===== config.mk =====
export PLATFORM = sky130hd
export DESIGN_NAME = serial_port_control
export DESIGN_NICKNAME = d
export VERILOG_FILES = /design/src/serial_port_pkg.sv /design/src/serial_port_control.sv
export VERILOG_INCLUDE_DIRS = /design/src
export SDC_FILE = /design/constraint.sdc
export NUM_CORES = 1
export LEC_CHECK = 0
export ABC_AREA = 1
export BUFFER_PORTS_ARGS = -buffer_cell sky130_fd_sc_hd__buf_2
export CORE_MARGIN = 3
export CORE_UTILIZATION = 60
export CTS_CLUSTER_DIAMETER = 30
export DETAILED_ROUTE_END_ITERATION = 6
export PLACE_DENSITY = 0.9
export SKIP_CTS_REPAIR_TIMING = 1
export SYNTH_ARGS = -nofsm -noshare
export SYNTH_HDL_FRONTEND = slang
export SYNTH_SLANG_ARGS = --single-unit

===== constraint.sdc =====
create_clock -name ref_clk -period 6 [get_ports ref_clk]
set_clock_uncertainty 0.15 [all_clocks]
set_input_delay 1.2 -clock ref_clk [delete_from_list [all_inputs] [get_ports ref_clk]]
set_output_delay 1.2 -clock ref_clk [all_outputs]
set_load 0.03 [all_outputs]

===== src/serial_port_map.svh =====
`ifndef SERIAL_PORT_MAP_SVH
`define SERIAL_PORT_MAP_SVH

// ----------------------------------------------------------------
// Register indices (byte address is four times the index)
// ----------------------------------------------------------------
`define SP_IDX_PCTRL 8'h87
`define SP_IDX_SCTRL 8'h98
`define SP_IDX_SDATA 8'h99
`define SP_IDX_GIVEN 8'hA0
`define SP_IDX_BCAST 8'hA1
`define SP_IDX_ISTAT 8'hA2
`define SP_IDX_ICLR 8'hA3
`define SP_IDX_IEN 8'hA4

// ----------------------------------------------------------------
// Field positions
// ----------------------------------------------------------------
`define SP_SC_MODE_HI 7
`define SP_SC_MODE_LO 6
`define SP_SC_MP 5
`define SP_SC_REN 4
`define SP_SC_TB8 3
`define SP_SC_RB8 2
`define SP_SC_TI 1
`define SP_SC_RI 0
`define SP_PC_DOUBLE 7
`define SP_PC_FEDE 6
`define SP_IS_TX 0
`define SP_IS_RX 1
`define SP_IS_FE 2

// ----------------------------------------------------------------
// Reset values
// ----------------------------------------------------------------
`define SP_RST_SCTRL 8'h00
`define SP_RST_PCTRL 2'h0
`define SP_RST_GIVEN 8'h00
`define SP_RST_BCAST 8'hFF

// ----------------------------------------------------------------
// Rate divisors
// ----------------------------------------------------------------
`define SP_M0_DIV_SLOW 4'hC
`define SP_M0_DIV_FAST 4'h4
`define SP_OVS 4'hF
`define SP_OVS_MID 4'h7
`define SP_M2_PRE_SLOW 3'h4
`define SP_M2_PRE_FAST 3'h2
`define SP_T1_PRE_SLOW 3'h2
`define SP_T1_PRE_FAST 3'h1

`endif


===== src/serial_port_pkg.sv =====
package serial_port_pkg;

  // Serial mode select
  typedef enum logic [1:0] {
    MODE_SYNC = 2'b00,
    MODE_ASYNC10 = 2'b01,
    MODE_ASYNC11_FIX = 2'b10,
    MODE_ASYNC11_T1 = 2'b11
  } mode_t;

  // Transmit sequencer
  typedef enum logic [1:0] {
    TX_IDLE = 2'b00,
    TX_SYNC = 2'b01,
    TX_ASYNC = 2'b11
  } tx_state_t;

  // Receive sequencer, Gray along idle-start-data-stop
  typedef enum logic [1:0] {
    RX_IDLE = 2'b00,
    RX_START = 2'b01,
    RX_DATA = 2'b11,
    RX_STOP = 2'b10
  } rx_state_t;

  // Control register fields as seen by software
  typedef struct packed {
    logic mode_high_or_frame_error;
    logic mode_low_bit;
    logic multiproc_filter_bit;
    logic rx_enable;
    logic ninth_tx_bit;
    logic ninth_rx_bit;
    logic tx_done_flag;
    logic rx_done_flag;
  } serial_control_t;

endpackage


===== src/serial_port_control.sv =====
// Local design decision: the APB slave port.
`timescale 1ns/1ps
// Function
// - Two mode bits select sync or async framing
// - Mode 0 clock: divide by 12 or 4
// - Modes 1,3: timer overflow over 32 or 16
// - Mode 2: system clock over 64 or 32
// - Bit 7 reads frame error when detection on
// - Mode 1 filter: stop bit and address
// - Modes 2,3 filter: ninth bit and address
// - Receive enable bit gates async reception
// - Mode 0: enable rising edge starts one byte
// - Ninth transmit bit sent in modes 2,3
// - Ninth receive bit stores ninth or stop bit
// - Transmit done flag after last bit
// - Receive done flag after 8th bit in mode 0, stop bit in mode 1, ninth bit in modes 2,3
// - Done flags raise interrupt, software clears
// - Control register resets to zero
// - Data write starts transmit, read gives receive
// - Mode 1 frame: start, 8 data, stop
// - Bit 7 is mode bit or error flag
module serial_port_control
  import serial_port_pkg::*;
#(
  parameter int ADDR_W = 12
) (
  input wire logic ref_clk,
  input wire logic nrst,
  input wire logic psel,
  input wire logic penable,
  input wire logic pwrite,
  input wire logic [ADDR_W-1:0] paddr,
  input wire logic [31:0] pwdata,
  output logic [31:0] prdata,
  output logic pready,
  output logic pslverr,
  input wire logic t1_ovf,
  input wire logic rxd_in,
  output logic rxd_out,
  output logic rxd_oe,
  output logic txd,
  output logic irq
);
`include "serial_port_map.svh"

  generate
    if (ADDR_W < 10) begin : g_addr_check
      $error("ADDR_W too small for register map");
    end
  endgenerate

  // ----------------------------------------------------------------
  // Declarations
  // ----------------------------------------------------------------
  serial_control_t sc_r;
  logic mode_hi_r;
  logic fe_r;
  logic double_r;
  logic fede_r;
  logic [7:0] given_r;
  logic [7:0] bcast_r;
  logic [2:0] istat_r;
  logic [2:0] ien_r;
  logic [7:0] rx_buf_r;
  logic pready_r;
  logic pslverr_r;
  logic [31:0] prdata_r;
  logic irq_r;
  logic txd_r;
  logic rxd_out_r;
  logic rxd_oe_r;
  mode_t mode;
  logic acc;
  logic wr_en;
  logic [31:0] rd_data;
  logic rd_hit;
  logic [2:0] pre_r;
  logic tick_r;
  logic [3:0] m0_cnt_r;
  logic m0_fall;
  logic m0_rise;
  tx_state_t tx_state_r;
  logic [10:0] tx_shift_r;
  logic [3:0] tx_bits_r;
  logic [3:0] tx_tick_r;
  logic tx_ev_r;
  rx_state_t rx_state_r;
  logic [8:0] rx_shift_r;
  logic [3:0] rx_bits_r;
  logic [3:0] rx_tick_r;
  logic rxd_prev_r;
  logic rx_ev_r;
  logic rb8_we_r;
  logic rb8_val_r;
  logic fe_ev_r;
  logic rx_sync_busy;
  logic [8:0] rx_next;
  logic [2:0] ev;

  // Register hit on a word address
  function automatic logic hit(input logic [ADDR_W-1:0] a, input logic [7:0] idx);
    hit = (a == ADDR_W'({idx, 2'b00}));
  endfunction

  // Multiprocessor acceptance of one received byte
  function automatic logic accept(input logic mp, input logic bit9, input logic [7:0] d,
                                  input logic [7:0] g, input logic [7:0] b);
    accept = !mp || (bit9 && ((d == g) || (d == b)));
  endfunction

  assign mode = mode_t'({mode_hi_r, sc_r.mode_low_bit});
  assign acc = psel && penable && !pready_r;
  assign wr_en = psel && penable && pready_r && pwrite;
  assign rx_sync_busy = (rx_state_r == RX_DATA) && (mode == MODE_SYNC);
  assign rx_next = {rxd_in, rx_shift_r[8:1]};
  assign ev = {fe_ev_r, rx_ev_r, tx_ev_r};

  // ----------------------------------------------------------------
  // APB slave
  // ----------------------------------------------------------------
  // Read mux and address decode
  always_comb begin
    rd_data = 32'h0000_0000;
    rd_hit = 1'b1;
    if (hit(paddr, `SP_IDX_SCTRL)) begin
      rd_data[7:0] = sc_r;
      rd_data[7] = fede_r ? fe_r : mode_hi_r;
    end else if (hit(paddr, `SP_IDX_SDATA)) begin
      rd_data[7:0] = rx_buf_r;
    end else if (hit(paddr, `SP_IDX_PCTRL)) begin
      rd_data[`SP_PC_DOUBLE] = double_r;
      rd_data[`SP_PC_FEDE] = fede_r;
    end else if (hit(paddr, `SP_IDX_GIVEN)) begin
      rd_data[7:0] = given_r;
    end else if (hit(paddr, `SP_IDX_BCAST)) begin
      rd_data[7:0] = bcast_r;
    end else if (hit(paddr, `SP_IDX_ISTAT)) begin
      rd_data[2:0] = istat_r;
    end else if (hit(paddr, `SP_IDX_IEN)) begin
      rd_data[2:0] = ien_r;
    end else if (hit(paddr, `SP_IDX_ICLR)) begin
      rd_data = 32'h0000_0000;
    end else begin
      rd_hit = 1'b0;
    end
  end

  // One wait state, answer registered
  always_ff @(posedge ref_clk) begin
    if (!nrst) begin
      pready_r <= 1'b0;
      pslverr_r <= 1'b0;
      prdata_r <= 32'h0000_0000;
    end else begin
      pready_r <= acc;
      pslverr_r <= acc && !rd_hit;
      if (acc && !pwrite) begin
        prdata_r <= rd_data;
      end
    end
  end

  // ----------------------------------------------------------------
  // Control and configuration registers
  // ----------------------------------------------------------------
  // Serial control; hardware set wins over software write
  always_ff @(posedge ref_clk) begin
    if (!nrst) begin
      sc_r <= `SP_RST_SCTRL;
      mode_hi_r <= 1'b0;
      fe_r <= 1'b0;
    end else begin
      if (wr_en && hit(paddr, `SP_IDX_SCTRL)) begin
        sc_r <= pwdata[7:0];
        if (fede_r) begin
          fe_r <= pwdata[`SP_SC_MODE_HI];
        end else begin
          mode_hi_r <= pwdata[`SP_SC_MODE_HI];
        end
      end
      if (fe_ev_r) begin
        fe_r <= 1'b1;
      end
      if (rb8_we_r) begin
        sc_r.ninth_rx_bit <= rb8_val_r;
      end
      if (tx_ev_r) begin
        sc_r.tx_done_flag <= 1'b1;
      end
      if (rx_ev_r) begin
        sc_r.rx_done_flag <= 1'b1;
      end
    end
  end

  // Rate control, address compare values
  always_ff @(posedge ref_clk) begin
    if (!nrst) begin
      {double_r, fede_r} <= `SP_RST_PCTRL;
      given_r <= `SP_RST_GIVEN;
      bcast_r <= `SP_RST_BCAST;
    end else if (wr_en) begin
      if (hit(paddr, `SP_IDX_PCTRL)) begin
        double_r <= pwdata[`SP_PC_DOUBLE];
        fede_r <= pwdata[`SP_PC_FEDE];
      end else if (hit(paddr, `SP_IDX_GIVEN)) begin
        given_r <= pwdata[7:0];
      end else if (hit(paddr, `SP_IDX_BCAST)) begin
        bcast_r <= pwdata[7:0];
      end
    end
  end

  // ----------------------------------------------------------------
  // Interrupt status, enable and output
  // ----------------------------------------------------------------
  // Sticky events, write-one clear, set wins
  always_ff @(posedge ref_clk) begin
    if (!nrst) begin
      istat_r <= 3'h0;
      ien_r <= 3'h0;
      irq_r <= 1'b0;
    end else begin
      if (wr_en && hit(paddr, `SP_IDX_ICLR)) begin
        istat_r <= (istat_r & ~pwdata[2:0]) | ev;
      end else begin
        istat_r <= istat_r | ev;
      end
      if (wr_en && hit(paddr, `SP_IDX_IEN)) begin
        ien_r <= pwdata[2:0];
      end
      irq_r <= |(istat_r & ien_r);
    end
  end

  // ----------------------------------------------------------------
  // Rate generation
  // ----------------------------------------------------------------
  // Sixteen-times oversampling tick for async modes
  always_ff @(posedge ref_clk) begin
    if (!nrst) begin
      pre_r <= 3'h0;
      tick_r <= 1'b0;
    end else if (mode == MODE_ASYNC11_FIX) begin
      if (pre_r >= (double_r ? `SP_M2_PRE_FAST : `SP_M2_PRE_SLOW) - 3'h1) begin
        pre_r <= 3'h0;
        tick_r <= 1'b1;
      end else begin
        pre_r <= pre_r + 3'h1;
        tick_r <= 1'b0;
      end
    end else if (t1_ovf) begin
      if (pre_r >= (double_r ? `SP_T1_PRE_FAST : `SP_T1_PRE_SLOW) - 3'h1) begin
        pre_r <= 3'h0;
        tick_r <= 1'b1;
      end else begin
        pre_r <= pre_r + 3'h1;
        tick_r <= 1'b0;
      end
    end else begin
      tick_r <= 1'b0;
    end
  end

  // Mode 0 shift clock phase counter
  always_ff @(posedge ref_clk) begin
    if (!nrst) begin
      m0_cnt_r <= 4'h0;
    end else if (m0_cnt_r >=
                 (sc_r.multiproc_filter_bit ? `SP_M0_DIV_FAST : `SP_M0_DIV_SLOW) - 4'h1) begin
      m0_cnt_r <= 4'h0;
    end else begin
      m0_cnt_r <= m0_cnt_r + 4'h1;
    end
  end

  assign m0_fall = (m0_cnt_r == 4'h0);
  assign m0_rise = (m0_cnt_r ==
                    (sc_r.multiproc_filter_bit ? `SP_M0_DIV_FAST : `SP_M0_DIV_SLOW) >> 1);

  // ----------------------------------------------------------------
  // Transmitter
  // ----------------------------------------------------------------
  // Frame shifting and pin drive
  always_ff @(posedge ref_clk) begin
    if (!nrst) begin
      tx_state_r <= TX_IDLE;
      tx_shift_r <= 11'h7FF;
      tx_bits_r <= 4'h0;
      tx_tick_r <= 4'h0;
      tx_ev_r <= 1'b0;
      txd_r <= 1'b1;
      rxd_out_r <= 1'b1;
      rxd_oe_r <= 1'b0;
    end else begin
      tx_ev_r <= 1'b0;
      case (tx_state_r)
        TX_IDLE: begin
          rxd_oe_r <= 1'b0;
          if (rx_sync_busy && m0_fall) begin
            txd_r <= 1'b0;
          end else if (m0_rise || !rx_sync_busy) begin
            txd_r <= 1'b1;
          end
          if (wr_en && hit(paddr, `SP_IDX_SDATA) && !rx_sync_busy) begin
            if (mode == MODE_SYNC) begin
              tx_shift_r <= {3'h7, pwdata[7:0]};
              tx_bits_r <= 4'h8;
              tx_state_r <= TX_SYNC;
            end else begin
              // Start, data LSB first, ninth or stop, stop
              tx_shift_r <= {1'b1, (mode == MODE_ASYNC10) ? 1'b1 : sc_r.ninth_tx_bit,
                             pwdata[7:0], 1'b0};
              tx_bits_r <= (mode == MODE_ASYNC10) ? 4'hA : 4'hB;
              tx_tick_r <= 4'h0;
              txd_r <= 1'b0;
              tx_state_r <= TX_ASYNC;
            end
          end
        end
        TX_SYNC: begin
          rxd_oe_r <= 1'b1;
          if (m0_fall) begin
            if (tx_bits_r != 4'h0) begin
              rxd_out_r <= tx_shift_r[0];
              tx_shift_r <= {1'b1, tx_shift_r[10:1]};
              tx_bits_r <= tx_bits_r - 4'h1;
              txd_r <= 1'b0;
            end else begin
              tx_ev_r <= 1'b1;
              rxd_oe_r <= 1'b0;
              tx_state_r <= TX_IDLE;
            end
          end else if (m0_rise) begin
            txd_r <= 1'b1;
          end
        end
        TX_ASYNC: begin
          if (tick_r) begin
            if (tx_tick_r == `SP_OVS) begin
              tx_tick_r <= 4'h0;
              if (tx_bits_r == 4'h1) begin
                tx_ev_r <= 1'b1;
                txd_r <= 1'b1;
                tx_state_r <= TX_IDLE;
              end else begin
                txd_r <= tx_shift_r[1];
                tx_shift_r <= {1'b1, tx_shift_r[10:1]};
                tx_bits_r <= tx_bits_r - 4'h1;
              end
            end else begin
              tx_tick_r <= tx_tick_r + 4'h1;
            end
          end
        end
        default: begin
          tx_state_r <= TX_IDLE;
        end
      endcase
    end
  end

  // ----------------------------------------------------------------
  // Receiver
  // ----------------------------------------------------------------
  // Start detect, sampling, filtering and load
  always_ff @(posedge ref_clk) begin
    if (!nrst) begin
      rx_state_r <= RX_IDLE;
      rx_shift_r <= 9'h000;
      rx_bits_r <= 4'h0;
      rx_tick_r <= 4'h0;
      rxd_prev_r <= 1'b1;
      rx_buf_r <= 8'h00;
      rx_ev_r <= 1'b0;
      rb8_we_r <= 1'b0;
      rb8_val_r <= 1'b0;
      fe_ev_r <= 1'b0;
    end else begin
      rxd_prev_r <= rxd_in;
      rx_ev_r <= 1'b0;
      rb8_we_r <= 1'b0;
      fe_ev_r <= 1'b0;
      case (rx_state_r)
        RX_IDLE: begin
          rx_tick_r <= 4'h0;
          rx_bits_r <= 4'h0;
          if (mode == MODE_SYNC) begin
            // Enable written from 0 to 1 arms one byte
            if (wr_en && hit(paddr, `SP_IDX_SCTRL) && pwdata[`SP_SC_REN] &&
                !sc_r.rx_enable && !sc_r.rx_done_flag && tx_state_r == TX_IDLE) begin
              rx_state_r <= RX_DATA;
            end
          end else if (sc_r.rx_enable && rxd_prev_r && !rxd_in) begin
            rx_state_r <= RX_START;
          end
        end
        RX_START: begin
          if (!sc_r.rx_enable) begin
            rx_state_r <= RX_IDLE;
          end else if (tick_r) begin
            if (rx_tick_r == `SP_OVS_MID) begin
              rx_tick_r <= 4'h0;
              rx_state_r <= rxd_in ? RX_IDLE : RX_DATA;
            end else begin
              rx_tick_r <= rx_tick_r + 4'h1;
            end
          end
        end
        RX_DATA: begin
          if (mode == MODE_SYNC) begin
            // Sample at rising shift clock edge
            if (m0_rise && !txd_r) begin
              rx_shift_r <= rx_next;
              rx_bits_r <= rx_bits_r + 4'h1;
              if (rx_bits_r == 4'h7) begin
                rx_buf_r <= rx_next[8:1];
                rx_ev_r <= 1'b1;
                rx_state_r <= RX_IDLE;
              end
            end
          end else if (!sc_r.rx_enable) begin
            rx_state_r <= RX_IDLE;
          end else if (tick_r) begin
            if (rx_tick_r == `SP_OVS) begin
              rx_tick_r <= 4'h0;
              rx_shift_r <= rx_next;
              rx_bits_r <= rx_bits_r + 4'h1;
              if (mode == MODE_ASYNC10 && rx_bits_r == 4'h7) begin
                rx_state_r <= RX_STOP;
              end else if (rx_bits_r == 4'h8) begin
                // Ninth bit sampled: decide load now
                rx_state_r <= RX_STOP;
                if (!sc_r.rx_done_flag &&
                    accept(sc_r.multiproc_filter_bit, rxd_in, rx_shift_r[8:1],
                           given_r, bcast_r)) begin
                  rx_buf_r <= rx_shift_r[8:1];
                  rb8_we_r <= 1'b1;
                  rb8_val_r <= rxd_in;
                  rx_ev_r <= 1'b1;
                end
              end
            end else begin
              rx_tick_r <= rx_tick_r + 4'h1;
            end
          end
        end
        RX_STOP: begin
          if (tick_r) begin
            if (rx_tick_r == `SP_OVS) begin
              rx_state_r <= RX_IDLE;
              fe_ev_r <= !rxd_in;
              if (mode == MODE_ASYNC10 && !sc_r.rx_done_flag &&
                  accept(sc_r.multiproc_filter_bit, rxd_in, rx_shift_r[8:1],
                         given_r, bcast_r)) begin
                rx_buf_r <= rx_shift_r[8:1];
                rb8_we_r <= 1'b1;
                rb8_val_r <= rxd_in;
                rx_ev_r <= 1'b1;
              end
            end else begin
              rx_tick_r <= rx_tick_r + 4'h1;
            end
          end
        end
        default: begin
          rx_state_r <= RX_IDLE;
        end
      endcase
    end
  end

  // ----------------------------------------------------------------
  // Outputs
  // ----------------------------------------------------------------
  assign prdata = prdata_r;
  assign pready = pready_r;
  assign pslverr = pslverr_r;
  assign txd = txd_r;
  assign rxd_out = rxd_out_r;
  assign rxd_oe = rxd_oe_r;
  assign irq = irq_r;

endmodule


==> flow_summary.toml <==
[outcome]
status = "completed"

[floorplanning]
ioPinCount = 89
die_area_mm2 = 0.01134
die_width_um = 106.5
die_y_um = 106.5
initial_utilization = 0.6199
fp-row-count = 36
fp.coreArea_mm2 = 0.009774

[timing]
finalSetupViolations = 0
rsz0062_at_grt = "false"
hold_viol = 0
drv_slew = 0
setup_tns_ps = 0
tightestPinTransition_ps = 741.4
slew_headroom = 0.5050
min_period_ps = 3012
max_freq_mhz = 332.0
timing.final.crit_share = 0.5020

[setup_path]
r2r-start = "mode[0]"
critPathCaptureType = "register"
reg2regPathDepth = 9
r2r-end = "rx_shift_r[7]"
crit_path_cell_trace = "buf_2, nor2_1, nand2_1, nor2_2, nand2_1, nor2_2, nand2_1, o21ai_2, nand3_1, nand2_1, nor2_1"
worstPathRequired_ps = 6110
crit_arrival_ps = 3120
cp_common_cell = "nand2_1"
crit_slowest_cell = "nor2_2"
crit_family = "simple AND/OR/NAND/NOR gates"
critPathMaxStageDelay_ps = 500
crit_type = "input pin to register"
cp_max_fo = 12
r2r_slack_ps = 3380
start_kind = "input pin"
cp_num_buf_inv = 1

[global_routing]
grt_first_pass_wirelength_um = 23990
gr-total-overflow = 0
grt_max_degree = 63
antenna_found_initial = 0
grtUsageTotal = 0.2603
grt_pass1_vias = 5021

[clock_tree]
tritoncts = "built"
htreeDepth = 3
clk_pin_slew_ps = 100
cts_inserted_buffers = 9
clk_latency_ps = 370
clockBufferDepth = 2
cts.sinks = 107
clockRootBuffer = "clkbuf_8"

[logic_synthesis]
ys.flop_type = "dfxtp_1"
synth.top_cell.area_share = 0.3535
syn_inst = 861
synthDistinctLibCells = 51
syn_avg_cell_area_um2 = 7.038
yosysWarnings = 0
synth_area_leaders = "dfxtp_1 35%, nand2_1 9.0%, a21oi_1 7.1%"
synth-async-reset-ratio = 0
netlist_area_mm2 = 0.006060
synth_seq_cells = 107
synth_largest_area_cell = "dfxtp_1"
synth_top_cells_by_count = "145 x nand2_1, 108 x inv_1, 107 x dfxtp_1"
yosysMostFrequentCell = "nand2_1"
synth_edf_count = 0
yosysSeqAreaShare = 0.3535

[hold_path]
holdPathEnd = "prdata[2]"
holdPathStages = 2
hp-class = "register to register"
hp-start = "prdata[2]"

[power]
power_density_mw_per_mm2 = 250.8
clockPowerShare = 0.272
ir_worst_vdd_mv = 0.1614
swShare = 0.3419
p_int_mw = 1.055
switchingPower_uw = 547.9
share_comb_of_total_power = 0.243
leakagePower_nw = 2.874
power_frac_seq = 0.486

[routing]
routed_wl_um = 14630
vias = 5697
drc = 0
first_iter_violations = 441
via_per_inst = 5.558
wl_per_cell_um = 14.27
drtPass1Iterations = 5
drt.antenna.violating_nets = 0

[finish]
n_antenna_cell = 0
areaGrowthSynthToFinish_pct = 5.431
drive_above_1_share = 0.1222
instances_no_fill = 1025
final_cell_area_mm2 = 0.006389
fin_nets = 957

[placement]
hpwl_um = 10580
dpl.cell_count = 1009
placed_area_mm2 = 0.006197
gp_congestion = 0.9361
port_buffers = 40

[job]
cap_violations = 0
cell usage in the layout, fill, tap and decap left out, types with 17 or more instances in the layout:
cell type and count:
o21ai_0 75, nand2_1 145, o211ai_1 17, dfxtp_1 107, nor2_1 80, buf_2 40, nand3_1 31, a21oi_1 86
conb_1 24, inv_1 108, ha_1 19
flip-flops by register name (all words and copies together) (netlist names), 6 cells and up:
name        flops
tx_shift_r     10
given_r         8
prdata          8
bcast_r         8
rx_shift_r      8
rx_buf_r        8
sc_r            6
metal layers:
| layer | up-vias | wire length (um) | share of wire | track usage |
|---|---|---|---|---|
| li1 | 2851 | - | - | - |
| met1 | 2562 | 6349 | 0.43 | 0.3552 |
| met2 | 250 | 6645 | 0.45 | 0.4081 |
| met3 | 34 | 1258 | 0.086 | 0.05222 |
| met4 | 0 | 376 | 0.026 | 0.09772 |
| met5 | - | 0 | 0 | 0 |
worst max-delay path by stage:
stage,from,endpoint,depth (start not counted)
2_1_floorplan,paddr[9],tx_shift_r[9],12
3_5_place_dp,paddr[8],rx_state_r[1],11
6_report,paddr[8],rx_state_r[1],11
3_3_place_gp,paddr[1],rx_state_r[1],11
4_1_cts,pwrite,rx_state_r[1],10
5_1_grt,paddr[8],rx_state_r[0],11
area by class of cell:
type	count	area (um^2)
tap	133	166.4
sequential	107	2142
timing repair buffer	41	207.7
multi-input combinational	603	3209
clock buffer	11	151.4
fill	855	3386
clock inverter	5	40.04
inverter	125	471.7
stage by stage:
step	utilization	power, mW	hold slack [ps]	setup WS (ps)
floorplan	-	1.113	279.5	3395
global placement	0.6340	1.170	294.4	2701
detailed placement	0.6340	1.178	300.5	2651
CTS	0.6536	1.605	316.8	3031
global route	0.6536	1.694	341.4	2826
finish	0.6536	1.603	315.5	2988
power groups by stage:
stage | Combinational, mW | Sequential [mW] | Clock (mW)
after floorplan | 0.322 | 0.791 | 0
after global placement | 0.377 | 0.792 | 0
after detailed placement | 0.384 | 0.794 | 0
after CTS | 0.387 | 0.778 | 0.441
after global routing | 0.444 | 0.783 | 0.467
final | 0.389 | 0.778 | 0.435
kinds of logic after synthesis:
group                      Yosys count  synth area share
AOI/OAI and AO/OA                  224            0.2055
xor gates and xnor gates            12           0.01734
adders and majority gates           19           0.03923
buffers and inverters              174            0.1311
DFF                                107            0.3535
other                                1         0.0006189
and+or+nand+nor                    324            0.2527
worst reg2reg max path, cell delays in order, from the launching register on:
cell	delay, ps
dfxtp_1	400
inv_2	70
nand2_1	540
nand2_1	260
nor3_1	330
inv_1	80
nand2_1	320
inv_1	140
o21ai_0	160
a21oi_1	60
No activity file was read; power rests on OpenSTA's default activity.
